===== src/tsf_pkg.sv =====
// constants shared by the timer channel status flag block
// assumes a 32-bit apb register bus and five timer channels
package tsf_pkg;

  // ----------------------------------------------------------------
  // geometry
  // ----------------------------------------------------------------
  localparam int TSF_NCH = 5;
  localparam int TSF_AW = 8;
  localparam int TSF_CW = 16;

  // ----------------------------------------------------------------
  // register offsets (byte addresses, one word per register)
  // ----------------------------------------------------------------
  localparam logic [7:0] TSF_OFF_STAT0 = 8'h00;
  localparam logic [7:0] TSF_OFF_STAT_LAST = 8'h10;
  localparam logic [7:0] TSF_OFF_OVF_EN = 8'h14;

  // ----------------------------------------------------------------
  // channel_status field positions
  // ----------------------------------------------------------------
  localparam int TSF_BIT_DIR = 7;
  localparam int TSF_BIT_RSV = 6;
  localparam int TSF_BIT_UNF = 5;
  localparam int TSF_BIT_OVF = 4;
  localparam int TSF_BIT_COMPARE_CAPTURE_FLAG_D = 3;

  // ----------------------------------------------------------------
  // which channels carry which flag
  // ----------------------------------------------------------------
  localparam logic [4:0] TSF_UNF_CH = 5'h06;
  localparam logic [4:0] TSF_COMPARE_CAPTURE_FLAG_D_CH = 5'h19;
  localparam int TSF_CPWM_CH = 4;

  // ----------------------------------------------------------------
  // counter values and reset values
  // ----------------------------------------------------------------
  localparam logic [15:0] TSF_CNT_MIN = 16'h0000;
  localparam logic [15:0] TSF_CNT_ONE = 16'h0001;
  localparam logic [15:0] TSF_CNT_MAX = 16'hffff;
  localparam logic [4:0] TSF_DIR_RST = 5'h1f;
  localparam logic [4:0] TSF_OVF_EN_RST = 5'h00;
  localparam logic [4:0] TSF_EQ_RST = 5'h1f;
  localparam logic TSF_FLAG_RST = 1'b0;

endpackage : tsf_pkg


===== src/tsf_flag_cell.sv =====
// one clear-after-read status flag of a timer channel
// assumes the caller gives one-cycle pulses for set, arm and write
`timescale 1ns/10ps
`default_nettype none
module tsf_flag_cell
#(
  parameter bit IMPL = 1'b1
)
(
  // clock and reset
  input wire logic pclk,
  input wire logic presetn,
  // events
  input wire logic set_evt,
  input wire logic arm_evt,
  input wire logic wr_evt,
  input wire logic wr_val,
  // state
  output logic flag_q
);
  import tsf_pkg::*;

  logic armed_q;

  // ----------------------------------------------------------------
  // arming: a read that returned 1 allows the next write to clear
  // ----------------------------------------------------------------
  // any write consumes the arming, so a stale read cannot clear later
  always_ff @(posedge pclk or negedge presetn)
  begin
    if (!presetn)
      armed_q <= 1'b0;
    else if (!IMPL || wr_evt)
      armed_q <= 1'b0;
    else if (arm_evt)
      armed_q <= 1'b1;
  end

  // ----------------------------------------------------------------
  // flag: hardware set beats software clear
  // ----------------------------------------------------------------
  always_ff @(posedge pclk or negedge presetn)
  begin
    if (!presetn)
      flag_q <= TSF_FLAG_RST;
    else if (!IMPL)
      flag_q <= 1'b0;
    else if (set_evt)
      flag_q <= 1'b1;
    else if (wr_evt && !wr_val && armed_q)
      flag_q <= 1'b0;
  end

endmodule : tsf_flag_cell
`default_nettype wire


===== src/tsf_status.sv =====
// status flags of a five-channel timer, reached over apb
// assumes counters and capture events arrive synchronous to pclk
`timescale 1ns/10ps
`default_nettype none
module tsf_status
(
  // clock and reset
  input wire logic pclk,
  input wire logic presetn,
  // apb slave
  input wire logic [tsf_pkg::TSF_AW-1:0] paddr,
  input wire logic psel,
  input wire logic penable,
  input wire logic pwrite,
  input wire logic [31:0] pwdata,
  output logic [31:0] prdata,
  output logic pready,
  output logic pslverr,
  // timer side
  input wire logic [tsf_pkg::TSF_CW-1:0] channel_counter [tsf_pkg::TSF_NCH],
  input wire logic [tsf_pkg::TSF_CW-1:0] general_register_d [tsf_pkg::TSF_NCH],
  input wire logic [tsf_pkg::TSF_NCH-1:0] count_up,
  input wire logic [tsf_pkg::TSF_NCH-1:0] phase_mode,
  input wire logic cpwm_mode,
  input wire logic [tsf_pkg::TSF_NCH-1:0] grd_compare_mode,
  input wire logic [tsf_pkg::TSF_NCH-1:0] capture_d,
  // interrupt requests
  output logic [tsf_pkg::TSF_NCH-1:0] overflow_interrupt_request
);
  import tsf_pkg::*;

  // ----------------------------------------------------------------
  // decoding helpers
  // ----------------------------------------------------------------
  // status register index of an address, hit low when not a status word
  function automatic logic [3:0] stat_sel(input logic [TSF_AW-1:0] a);
    logic [3:0] r;
    r = 4'h0;
    if (a[1:0] == 2'b00 && a >= TSF_OFF_STAT0 && a <= TSF_OFF_STAT_LAST)
    begin
      r[3] = 1'b1;
      r[2:0] = a[4:2];
    end
    return r;
  endfunction : stat_sel

  // assemble one channel_status byte; bits 2..0 belong elsewhere
  function automatic logic [7:0] stat_word(input logic ch0, input logic dir,
                                           input logic unf, input logic ovf,
                                           input logic compare_capture_flag_d);
    logic [7:0] w;
    w = 8'h00;
    w[TSF_BIT_DIR] = ch0 ? 1'b1 : dir;
    w[TSF_BIT_RSV] = 1'b1;
    w[TSF_BIT_UNF] = unf;
    w[TSF_BIT_OVF] = ovf;
    w[TSF_BIT_COMPARE_CAPTURE_FLAG_D] = compare_capture_flag_d;
    return w;
  endfunction : stat_word

  // ----------------------------------------------------------------
  // declarations
  // ----------------------------------------------------------------
  logic [31:0] prdata_q;
  logic pready_q;
  logic pslverr_q;
  logic [TSF_NCH-1:0] irq_q;
  logic [TSF_NCH-1:0] dir_q;
  logic [TSF_NCH-1:0] ovf_en_q;
  logic [TSF_NCH-1:0] eq_prev_q;
  logic [TSF_CW-1:0] cnt_prev_q [TSF_NCH];
  logic [TSF_NCH-1:0] unf_q;
  logic [TSF_NCH-1:0] ovf_q;
  logic [TSF_NCH-1:0] compare_capture_flag_d_q;
  logic [TSF_NCH-1:0] unf_evt;
  logic [TSF_NCH-1:0] ovf_evt;
  logic [TSF_NCH-1:0] compare_capture_flag_d_evt;
  logic [TSF_NCH-1:0] eq_now;
  logic [TSF_NCH-1:0] wr_ch;
  logic [TSF_NCH-1:0] rd_ch;
  logic [7:0] stat_w [TSF_NCH];
  logic [3:0] sel;
  logic xfer_done;
  logic is_en_reg;

  assign prdata = prdata_q;
  assign pready = pready_q;
  assign pslverr = pslverr_q;
  assign overflow_interrupt_request = irq_q;

  // ----------------------------------------------------------------
  // apb slave
  // ----------------------------------------------------------------
  // one wait state: read data is captured the cycle before pready, so it stands when sampled
  assign sel = stat_sel(paddr);
  assign is_en_reg = (paddr == TSF_OFF_OVF_EN);
  assign xfer_done = psel && penable && pready_q;

  // ready and error
  always_ff @(posedge pclk or negedge presetn)
  begin
    if (!presetn)
    begin
      pready_q <= 1'b0;
      pslverr_q <= 1'b0;
    end
    else if (psel && penable && !pready_q)
    begin
      pready_q <= 1'b1;
      pslverr_q <= !(sel[3] || is_en_reg);
    end
    else
    begin
      pready_q <= 1'b0;
      pslverr_q <= 1'b0;
    end
  end

  // read data, captured in the first access cycle
  always_ff @(posedge pclk or negedge presetn)
  begin
    if (!presetn)
      prdata_q <= 32'h0000_0000;
    else if (psel && penable && !pready_q && !pwrite)
    begin
      if (sel[3])
        prdata_q <= {24'h00_0000, stat_w[sel[2:0]]};
      else if (is_en_reg)
        prdata_q <= {27'h000_0000, ovf_en_q};
      else
        prdata_q <= 32'h0000_0000;
    end
  end

  // overflow interrupt enables, one per channel
  always_ff @(posedge pclk or negedge presetn)
  begin
    if (!presetn)
      ovf_en_q <= TSF_OVF_EN_RST;
    else if (xfer_done && pwrite && is_en_reg)
      ovf_en_q <= pwdata[TSF_NCH-1:0];
  end

  // ----------------------------------------------------------------
  // counter observation
  // ----------------------------------------------------------------
  // direction follows the counter; software writes to it are dropped
  always_ff @(posedge pclk or negedge presetn)
  begin
    if (!presetn)
      dir_q <= TSF_DIR_RST;
    else
      dir_q <= count_up;
  end

  // previous counter and match state, for edge detection
  always_ff @(posedge pclk or negedge presetn)
  begin
    if (!presetn)
    begin
      eq_prev_q <= TSF_EQ_RST;
      for (int i = 0; i < TSF_NCH; i++)
        cnt_prev_q[i] <= TSF_CNT_MIN;
    end
    else
    begin
      eq_prev_q <= eq_now;
      for (int i = 0; i < TSF_NCH; i++)
        cnt_prev_q[i] <= channel_counter[i];
    end
  end

  // interrupt request from flag and enable
  always_ff @(posedge pclk or negedge presetn)
  begin
    if (!presetn)
      irq_q <= '0;
    else
      irq_q <= ovf_q & ovf_en_q;
  end

  // ----------------------------------------------------------------
  // per-channel events and flags
  // ----------------------------------------------------------------
  // a match counts once, when equality is reached, so a cleared flag
  // is not set again while the counter sits on the compare value
  for (genvar k = 0; k < TSF_NCH; k++)
  begin : g_ch
    logic cpwm_dec;
    assign cpwm_dec = (k == TSF_CPWM_CH) && cpwm_mode
                      && cnt_prev_q[k] == TSF_CNT_ONE
                      && channel_counter[k] == TSF_CNT_MIN;
    assign eq_now[k] = (channel_counter[k] == general_register_d[k]);
    assign unf_evt[k] = phase_mode[k] && cnt_prev_q[k] == TSF_CNT_MIN
                        && channel_counter[k] == TSF_CNT_MAX;
    assign ovf_evt[k] = (cnt_prev_q[k] == TSF_CNT_MAX
                         && channel_counter[k] == TSF_CNT_MIN)
                        || cpwm_dec;
    assign compare_capture_flag_d_evt[k] = grd_compare_mode[k] ? (eq_now[k] && !eq_prev_q[k])
                                             : capture_d[k];
    assign wr_ch[k] = xfer_done && pwrite && sel[3] && sel[2:0] == k;
    assign rd_ch[k] = xfer_done && !pwrite && sel[3] && sel[2:0] == k;
    assign stat_w[k] = stat_word(k == 0, dir_q[k], unf_q[k], ovf_q[k],
                                 compare_capture_flag_d_q[k]);

    // underflow exists only where phase counting exists
    tsf_flag_cell #(.IMPL(TSF_UNF_CH[k])) u_unf
    (
      .pclk(pclk),
      .presetn(presetn),
      .set_evt(unf_evt[k]),
      .arm_evt(rd_ch[k] && prdata_q[TSF_BIT_UNF]),
      .wr_evt(wr_ch[k]),
      .wr_val(pwdata[TSF_BIT_UNF]),
      .flag_q(unf_q[k])
    );

    tsf_flag_cell #(.IMPL(1'b1)) u_ovf
    (
      .pclk(pclk),
      .presetn(presetn),
      .set_evt(ovf_evt[k]),
      .arm_evt(rd_ch[k] && prdata_q[TSF_BIT_OVF]),
      .wr_evt(wr_ch[k]),
      .wr_val(pwdata[TSF_BIT_OVF]),
      .flag_q(ovf_q[k])
    );

    tsf_flag_cell #(.IMPL(TSF_COMPARE_CAPTURE_FLAG_D_CH[k])) u_compare_capture_flag_d
    (
      .pclk(pclk),
      .presetn(presetn),
      .set_evt(compare_capture_flag_d_evt[k]),
      .arm_evt(rd_ch[k] && prdata_q[TSF_BIT_COMPARE_CAPTURE_FLAG_D]),
      .wr_evt(wr_ch[k]),
      .wr_val(pwdata[TSF_BIT_COMPARE_CAPTURE_FLAG_D]),
      .flag_q(compare_capture_flag_d_q[k])
    );
  end
endmodule : tsf_status
`default_nettype wire


===== config.mk =====
export PLATFORM = sky130hd
export DESIGN_NAME = tsf_status
export DESIGN_NICKNAME = d
export VERILOG_FILES = /design/src/tsf_pkg.sv /design/src/tsf_flag_cell.sv /design/src/tsf_status.sv
export SDC_FILE = /design/constraint.sdc
export NUM_CORES = 1
export LEC_CHECK = 0
export ABC_AREA = 1
export CELL_PAD_IN_SITES_DETAIL_PLACEMENT = 1
export CELL_PAD_IN_SITES_GLOBAL_PLACEMENT = 1
export CORE_MARGIN = 3
export CORE_UTILIZATION = 48
export CTS_BUF_LIST = sky130_fd_sc_hd__clkbuf_8
export DETAILED_ROUTE_END_ITERATION = 7
export DONT_BUFFER_PORTS = 1
export GPL_TIMING_DRIVEN = 0
export HOLD_SLACK_MARGIN = 0.06
export MAX_ROUTING_LAYER = met4
export PLACE_DENSITY_LB_ADDON = 0.1
export SLEW_MARGIN = 20
export SYNTH_ARGS = -nofsm -noshare
export SYNTH_HDL_FRONTEND = slang
export SYNTH_SLANG_ARGS = --single-unit
export TNS_END_PERCENT = 100

===== constraint.sdc =====
create_clock -name pclk -period 2.15 [get_ports pclk]
set_clock_uncertainty 0.2 [all_clocks]
set_input_delay 0.645 -clock pclk [delete_from_list [all_inputs] [get_ports pclk]]
set_output_delay 0.645 -clock pclk [all_outputs]
set_load 0.05 [all_outputs]

==> metrics.cfg, run 1 <==
[outcome]
status=complete, but fails checks
violations=negative hold slack

[cells_and_area]
multiInputGateArea_sq_um=2030
layout_common_cells=118 x dfrtp_1, 84 x nand2_1, 84 x dlygate4sd3_1
nets=894
mostFrequentLayoutCell=dfrtp_1
seq_area_sq_um=3190
n_fill_cell=1186
syn_to_final_growth_pct=27.1
drive_gt1_share_pct=11.9
antenna_cells=0
utilization_pct=63.5

[setup_path]
regToRegStartpoint=pready
rr_worst_depth=9
critPathArrivalTime_ns=1.17
worst-path-stages=0
crit_fanout=4
crit_path_start_kind=flop
worstSetupEndpointType=output port
reg2reg_to=prdata[3]
r2r_slack_ns=0.14
crit_required_ns=1.30
critPathKind=flop to output port

[drt]
drt_iter0_drc=269
firstDrtPassIters=4
vias=4437
routed_via_density=5.41
drc=0
wl_um=16500
routedWlPerCell_um=20.2
antenna_left=0

[timing]
fin_crit_ns=2.01
hold_viol_final=127
relSlewSlack_pct=61.1
tns_ns=0
worst_pin_slew_ns=0.584
fin_ws_ns=0.135
finalCritPeriodShare_pct=93.7
rsz0062_at_grt=false
clock.fmax_mhz=496
maxSlewViolCount=0
setup_viol=0
holdWs_ns=-0.320

[die]
io_pins=265
row_count=38
start_util_pct=50.0
die_h_um=113
die_x_um=113
core-area_sq_um=11000
die_area_sq_um=12700

[synth]
yosysWarnings=0
syn-cell-area_sq_um=5490
yosysTopAreaCell=dfrtp_1
ys_types=38
synth-seq-area-share_pct=58.1
synth_top_area_share_pct=54.7
postSynthCellCount=542
synth.area.top_cells=dfrtp_1 55%, nand2_1 5.7%, nand4_1 4.8%, xor2_1 4.5%, nor4_1 3.5%
avgSynthCellArea_sq_um=10.1
synth_seq_cells=127

[clock_network]
cts_setup_buffers=0
clk_path_buf_depth=2
clkSinkCount=127
cts.clk_slew.worst_paths_ns=0.07
cts_root_buf=clkbuf_8
htree_num_levels=4
cts_tree=built
cts_hold_buf=84
numCtsBuffers=17
clk_latency_ns=0.45

[global_route]
first_global_vias=5201
grt_usage_pct=28.0
grt_first_pass_wirelength_um=26500
antenna_found_initial=0
grt_max_degree=128
gr-total-overflow=0

[place]
place.gp.congestion=0.891
place_ws_ns=-0.437
port_buffers=0
hpwl_um=10300

[power_and_ir_drop]
peakVddDrop_v=0.000477
cellLeakagePower_nw=3.26
p_per_area_nw_per_um2=714

[hold_path]
hold_path.class=input port to asynchronous set/reset pin

[flow_run]
max_cap_viol_count=0

## synth_stat cells
cell type,n
and2_1,1
xnor2_1,12
nor4_4,1
and3_1,1
a21oi_1,8
nand4_1,42
clkinv_1,1
nand3_4,1
nand3_1,36
o32ai_1,1
a31oi_1,3
and2_0,1
nor3b_1,4
nor2_2,3
inv_4,1
or3b_2,1
nand3b_1,1
nor2_8,1
o31ai_1,3
nor2_1,48
inv_2,1
or2_2,3
nand2_4,2
buf_4,25
o21ai_0,8
conb_1,1
nor2_4,1
inv_1,44
a22oi_1,1
o21ai_4,1
nor3_4,2
nor3_1,9
dfrtp_1,120
xor2_1,28
nand2_1,84
dfstp_2,7
o21ai_1,4
nor4_1,31
## final cells by class
| type | count | share of cell area [%] |
|---|---|---|
| sequential | 127 | 45.7 |
| multi-input combinational | 366 | 29.1 |
| timing repair buffer | 84 | 12.1 |
| clock buffer | 20 | 3.95 |
| buffer | 25 | 2.69 |
| inverter | 47 | 2.58 |
| tap | 140 | 2.51 |
| clock inverter | 11 | 1.43 |
## logic make-up after synthesis
kind of cell	Yosys count	synth area share (%)
other	1	0.0683
buffers and inverters	72	6.68
xor gates and xnor gates	40	6.39
AOI/OAI and AO/OA	29	3.17
DFF	127	58.1
and+or+nand+nor	273	25.6
## routing by layer
metal | share of wire [%] | vias up | GRT usage, %
li1 | - | 2044 | -
met1 | 37 | 2191 | 30.0
met2 | 54 | 160 | 48.8
met3 | 5.8 | 42 | 7.97
met4 | 2.9 | 0 | 11.1
met5 | 0 | - | -
## registers in the layout, summed over array words and instances, names as in the netlist
register and cells:
cnt_prev_q 80, prdata 8, g_ch.u_ovf.armed_q 5, g_ch.u_ovf.flag_q 5, overflow_interrupt_request 5, ovf_en_q 5, dir_q 4, eq_prev_q 3
g_ch.u_compare_capture_flag_d.armed_q 3, g_ch.u_compare_capture_flag_d.flag_q 3, g_ch.u_unf.armed_q 2, g_ch.u_unf.flag_q 2, pready 1, pslverr 1
## per-stage QoR
stage / total power, W / instances / cell area, sq um / hold WS [ns]
2_1_floorplan: 0.00283 / 565 / 5570 / 0.149
3_3_place_gp: 0.00287 / 705 / 5750 / 0.153
3_5_place_dp: 0.00288 / 705 / 5750 / 0.154
4_1_cts: 0.00499 / 820 / 6970 / -0.351
5_1_grt: 0.00518 / 820 / 6980 / -0.358
6_report: 0.00498 / 820 / 6980 / -0.320
## power by group
| group | switching, W | leakage, nW | total (W) | internal [W] |
|---|---|---|---|---|
| logic | 0.000235 | 1.53 | 0.000450 | 0.000215 |
| clock network | 0.000901 | 0.213 | 0.00199 | 0.00109 |
| registers | 0.0000642 | 1.52 | 0.00254 | 0.00248 |
## worst max path at each step
stage                    from                                      end  slack, ns
finish              prdata[3]                                prdata[3]       0.14
global route           pready                     g_ch[2].u_ovf.flag_q       0.01
CTS                 prdata[4]                                prdata[4]     0.0006
detailed placement     pready                                prdata[3]      -0.44
global placement       pready                                prdata[3]      -0.36
floorplan            paddr[2]  g_ch[3].u_compare_capture_flag_d.flag_q       0.09
## what timing repair did
action                                  4_1_cts  5_1_grt
cloned                                        0        0
hold endpoints to repair                    211      127
endpoints found under the setup margin        8       13
gates resized for setup                       3        2
(Power assumes the default switching activity.)
==> run 2: changes to the inputs <==
--- a/config.mk
+++ b/config.mk
@@ -6,13 +6,13 @@
 export NUM_CORES = 1
 export LEC_CHECK = 0
 export ABC_AREA = 1
+export BUFFER_PORTS_ARGS = -buffer_cell sky130_fd_sc_hd__buf_2
 export CELL_PAD_IN_SITES_DETAIL_PLACEMENT = 1
 export CELL_PAD_IN_SITES_GLOBAL_PLACEMENT = 1
 export CORE_MARGIN = 3
-export CORE_UTILIZATION = 48
+export CORE_UTILIZATION = 35
 export CTS_BUF_LIST = sky130_fd_sc_hd__clkbuf_8
 export DETAILED_ROUTE_END_ITERATION = 7
-export DONT_BUFFER_PORTS = 1
 export GPL_TIMING_DRIVEN = 0
 export HOLD_SLACK_MARGIN = 0.06
 export MAX_ROUTING_LAYER = met4
==> metrics.cfg, run 2 (synthesized netlist as in run 1, its figures left out) <==
[outcome]
status=completed

[clock_network]
numCtsBuffers=17  ; unchanged
cts_root_buf=clkbuf_8
cts_tree=built
htree_num_levels=4  ; unchanged
clkSinkCount=127  ; unchanged
cts_setup_buffers=0  ; unchanged
cts.clk_slew.worst_paths_ns=0.07  ; about the same
clk_path_buf_depth=2  ; unchanged
clk_latency_ns=0.44  ; about the same

[timing]
relSlewSlack_pct=52.9  ; -8.1 points
maxSlewViolCount=0  ; unchanged
holdWs_ns=0.103  ; +0.422 ns
worst_pin_slew_ns=0.706  ; +0.122 ns
fin_crit_ns=2.06  ; +0.0491 ns
finalCritPeriodShare_pct=96.0  ; +2.3 points
tns_ns=0  ; unchanged
setup_viol=0  ; unchanged
hold_viol_final=0  ; -100%
clock.fmax_mhz=484  ; -2.4%
rsz0062_at_grt=false
fin_ws_ns=0.0860  ; -0.0491 ns

[setup_path]
worstSetupEndpointType=output port
crit_path_start_kind=flop
crit_required_ns=1.30  ; about the same
critPathMaxStageDelay_ns=0.52
crit_chain=buf_4
critPathKind=flop to output port
critPathArrivalTime_ns=1.22  ; +0.05 ns
rr_worst_depth=9  ; unchanged
cp_top_family=flip-flops
critPathBufInv=1
crit_slowest_cell=dfrtp_1
crit_fanout=7  ; +3
worst-path-stages=1  ; +1

[drt]
routedWlPerCell_um=14.7  ; -27%
drc=0  ; unchanged
vias=4625  ; +4.2%
drt_iter0_drc=145  ; -46%
antenna_left=0  ; unchanged
routed_via_density=4.70  ; -13%
firstDrtPassIters=4  ; unchanged
wl_um=14500  ; -13%

[die]
die_h_um=131  ; +16%
die_x_um=131  ; +16%
row_count=45  ; +18%
die_area_sq_um=17200  ; +35%
core-area_sq_um=15300  ; +39%
io_pins=265  ; unchanged
start_util_pct=36.0  ; -14 points

[cells_and_area]
largest_reg_flops=80  ; unchanged
layout_common_cells=171 x buf_2, 120 x dfrtp_1, 84 x nand2_1
fin_area_sq_um=7160  ; +2.6%
antenna_cells=0  ; unchanged
nets=985  ; +10%
syn_to_final_growth_pct=30.5
mostFrequentLayoutCell=buf_2
top_register=cnt_prev_q
drive_gt1_share_pct=33.4  ; +22 points

[place]
port_buffers=173  ; +173
place.gp.congestion=0.809  ; -9.2%
hpwl_um=11700  ; +13%
place_ws_ns=-0.516  ; -0.0791 ns
placed_area_sq_um=6740  ; +17%

[global_route]
gr-total-overflow=0  ; unchanged
antenna_found_initial=0  ; unchanged
grt_first_pass_wirelength_um=23700  ; -11%
grt_usage_pct=17.6  ; -10 points
first_global_vias=5047  ; -3.0%
grt_max_degree=79  ; -38%

[power_and_ir_drop]
power_w=0.00515  ; +3.4%
p_per_area_nw_per_um2=720  ; +0.80%
power_frac_comb_pct=11.3  ; +2.3 points
power_frac_clock_pct=39.8  ; about the same
peakVddDrop_v=0.000338  ; -29%
cellLeakagePower_nw=3.62  ; +11%
p_int_w=0.00384  ; +1.6%
p_sw_w=0.00131  ; +9.4%
sw_frac_of_total_pct=25.5  ; +1.4 points
seq_power_share_pct=48.9  ; -2.1 points

[flow_run]
max_cap_viol_count=0  ; unchanged

[hold_path]
hold_path.class=input port to flop
min_path_cells=1

## run 2: worst paths after layout
| kind | from | to | slack, ns |
|---|---|---|---|
| max in group asynchronous | presetn | dir_q[1] | 0.40 |
| worst min register to register | prdata[7] | prdata[7] | 0.27 |
| worst min-delay path | count_up[2] | dir_q[2] | 0.10 |
| min in group asynchronous | presetn | cnt_prev_q[54] | 0.61 |
| worst max register to register | pready | prdata[3] | 0.19 |
| worst max-delay path | prdata[4] | prdata[4] | 0.09 |
## run 2: worst reg2reg max path: cells and delay by family (launching register included)
kind,cells,cell delay (ns)
AND/OR/NAND/NOR,4,0.74
AO/OA/AOI/OAI,2,0.13
buffers and inverters,3,0.42
flip-flops,1,0.40
## run 2: what timing repair did
| action | 4_1_cts | 5_1_grt |
|---|---|---|
| resized for setup | 3 | 1 |
| hold buffers | 1 | 0 |
| setup endpoints to repair | 5 | 2 |
| hold endpoints to repair | 68 | 0 |
## run 2: layout make-up
class                           instances  area (sq um)
Inverter                               47           180
Clock inverter                         11           114
Timing Repair Buffer                  175           912
Fill cell                            1781          8100
Sequential cell                       127          3190
Buffer                                 25           188
Multi-Input combinational cell        366          2020
Clock buffer                           21           289
Tap cell                              211           264
## run 2: through the flow
step,std cells,utilization [%]
6_report,983,46.9
5_1_grt,983,46.9
4_1_cts,983,46.9
3_5_place_dp,950,44.1
3_3_place_gp,949,43.9
2_1_floorplan,565,-
## run 2: layer usage
metal / part of all wire (%) / global-route usage [%] / routed length [um] / vias up
li1: - / - / - / 2234
met1: 41 / 19.9 / 5990 / 2237
met2: 51 / 29.7 / 7370 / 133
met3: 6.0 / 5.47 / 864 / 21
met4: 1.6 / 6.18 / 238 / 0
met5: 0 / - / 0 / -
## run 2: power by group through the flow
stage / logic, W / registers (W) / clock network (W)
2_1_floorplan: 0.000269 / 0.00256 / 0
3_3_place_gp: 0.000560 / 0.00256 / 0
3_5_place_dp: 0.000587 / 0.00256 / 0
4_1_cts: 0.000591 / 0.00252 / 0.00211
5_1_grt: 0.000648 / 0.00252 / 0.00222
6_report: 0.000583 / 0.00252 / 0.00205
==> run 3: changes to the inputs <==
--- a/config.mk
+++ b/config.mk
@@ -6,7 +6,7 @@
 export NUM_CORES = 1
 export LEC_CHECK = 0
 export ABC_AREA = 1
-export BUFFER_PORTS_ARGS = -buffer_cell sky130_fd_sc_hd__buf_2
+export BUFFER_PORTS_ARGS = -buffer_cell sky130_fd_sc_hd__buf_4
 export CELL_PAD_IN_SITES_DETAIL_PLACEMENT = 1
 export CELL_PAD_IN_SITES_GLOBAL_PLACEMENT = 1
 export CORE_MARGIN = 3
==> metrics.cfg, run 3 (synthesized netlist as in run 1, its figures left out) <==
[cells_and_area]
layout_common_cells=197 x buf_4, 120 x dfrtp_1, 84 x nand2_1
utilization_pct=49.9  ; +3.0 points
largest_reg_flops=80  ; unchanged
top_register=cnt_prev_q
seq_area_sq_um=3190  ; unchanged
syn_to_final_growth_pct=38.8
nets=985  ; unchanged
mostFrequentLayoutCell=buf_4
layoutNonFillerInstCount=983  ; unchanged
antenna_cells=0  ; unchanged
n_fill_cell=1731  ; -2.8%
multiInputGateArea_sq_um=2030  ; +0.25%
drive_gt1_share_pct=33.4  ; unchanged

[clock_network]
clk_path_buf_depth=2  ; unchanged
numCtsBuffers=17  ; unchanged
clkSinkCount=127  ; unchanged
cts.clk_slew.worst_paths_ns=0.07  ; about the same
cts_setup_buffers=0  ; unchanged
clk_latency_ns=0.44  ; about the same
cts_root_buf=clkbuf_8
cts_tree=built
htree_num_levels=4  ; unchanged

[setup_path]
critPathKind=flop to output port
regToRegStartpoint=pready
crit_fanout=7  ; unchanged
crit_path_start_kind=flop
worstSetupEndpointType=output port
reg2reg_to=prdata[3]
crit_chain=buf_4
r2r_slack_ns=0.32  ; +0.13 ns
critPathBufInv=1  ; unchanged
rr_worst_depth=9  ; unchanged
crit_start=prdata[4]
crit_slowest_cell=dfrtp_1
critPathMaxStageDelay_ns=0.51  ; about the same
crit_required_ns=1.30  ; about the same
critPathArrivalTime_ns=1.21  ; about the same
cp_top_family=flip-flops

[timing]
clock.fmax_mhz=487  ; +0.48%
maxSlewViolCount=0  ; unchanged
finalCritPeriodShare_pct=95.5  ; -0.46 points
worst_pin_slew_ns=0.616  ; -0.0901 ns
hold_viol_final=0  ; unchanged
setup_viol=0  ; unchanged
relSlewSlack_pct=58.9  ; +6.0 points
rsz0062_at_grt=false
fin_crit_ns=2.05  ; -0.00983 ns

[hold_path]
min_path_cells=1  ; unchanged
hp-start=count_up[4]
holdPathEnd=dir_q[4]
hold_path.class=input port to flop

[drt]
vias=4598  ; -0.58%
antenna_left=0  ; unchanged
routedWlPerCell_um=15.1  ; +2.7%
firstDrtPassIters=4  ; unchanged
drt_iter0_drc=172  ; +19%
wl_um=14900  ; +2.7%
drc=0  ; unchanged
routed_via_density=4.68  ; -0.58%

[die]
core-area_sq_um=15300  ; unchanged
die_x_um=131  ; unchanged
row_count=45  ; unchanged
die_h_um=131  ; unchanged
start_util_pct=36.0  ; unchanged
die_area_sq_um=17200  ; unchanged
io_pins=265  ; unchanged

[power_and_ir_drop]
peakVddDrop_v=0.000348  ; +3.0%
p_per_area_nw_per_um2=701  ; -2.5%
cellLeakagePower_nw=3.77  ; +4.3%

[global_route]
grt_max_degree=68  ; -14%
grt_first_pass_wirelength_um=24700  ; +4.3%
first_global_vias=5155  ; +2.1%
antenna_found_initial=0  ; unchanged
gr-total-overflow=0  ; unchanged
grt_usage_pct=18.4  ; +0.74 points

[place]
port_buffers=173  ; unchanged
hpwl_um=12100  ; +3.9%
place.gp.congestion=0.808  ; about the same
place_inst=950  ; unchanged

[outcome]
status=completed

[flow_run]
max_cap_viol_count=0  ; unchanged

[run 3: cell count changes in the layout (fill, tap and decap cells not counted), sizes merged]
cell	change
bufinv	+1
clkinvlp	-2
clkinv	+1
[run 3: worst max-delay path by stage]
| stage | end | cells after the start |
|---|---|---|
| after floorplan | g_ch[3].u_compare_capture_flag_d.flag_q | 9 |
| after global placement | prdata[3] | 9 |
| after detailed placement | prdata[3] | 9 |
| after CTS | prdata[4] | 1 |
| after global routing | g_ch[1].u_unf.flag_q | 9 |
| final | prdata[4] | 1 |
[run 3: repair_timing]
| item | 4_1_cts | 5_1_grt |
|---|---|---|
| gates resized for setup | 2 | 2 |
| endpoints found under the hold margin | 63 | 0 |
| endpoints found under the setup margin | 4 | 3 |
| hold buffers | 1 | 0 |
[run 3: routing by layer]
metal  up-vias  routed length (um)  GRT usage (%)
li1       2233                   -              -
met1      2209                6100           21.2
met2       134                7670           30.7
met3        22                 814           5.51
met4         0                 278           6.13
met5         -                   0              -
[run 3: per-stage QoR]
step | setup TNS [ns] | hold WS, ns | cell area (sq um) | worst slack, ns | total power [W]
5_1_grt | 0 | 0.0729 | 7610 | 0.0151 | 0.00560
6_report | 0 | 0.116 | 7610 | 0.0958 | 0.00534
2_1_floorplan | 0 | 0.149 | 5570 | 0.0919 | 0.00283
3_3_place_gp | -19.69 | 0.269 | 7140 | -0.425 | 0.00320
4_1_cts | 0 | 0.0683 | 7610 | 0.0473 | 0.00543
3_5_place_dp | -8.10 | 0.275 | 7170 | -0.515 | 0.00324
[run 3: final cells by class]
cell class,instances,area share [%]
plain buffers,25,2.46
flip-flops and latches,127,41.9
inverters,47,2.37
clock buffers,21,3.80
multi-input cells,366,26.7
well taps,211,3.47
repair buffers,175,17.6
clock inverters,11,1.81
[run 3: worst reg2reg max path, stage by stage (launching register included)]
cell      delay, ns
dfrtp_1        0.40
inv_1          0.06
nand3_1        0.16
nor2_4         0.24
clkinv_2       0.19
nor2_1         0.18
inv_1          0.11
nand2_1        0.08
o21ai_1        0.05
o21ai_0        0.08
[run 3: where the power goes]
part	leakage [nW]	total [W]	switching (W)	internal, W
logic	2.03	0.000668	0.000362	0.000305
clock network	0.219	0.00216	0.000896	0.00126
registers	1.52	0.00252	0.0000403	0.00248
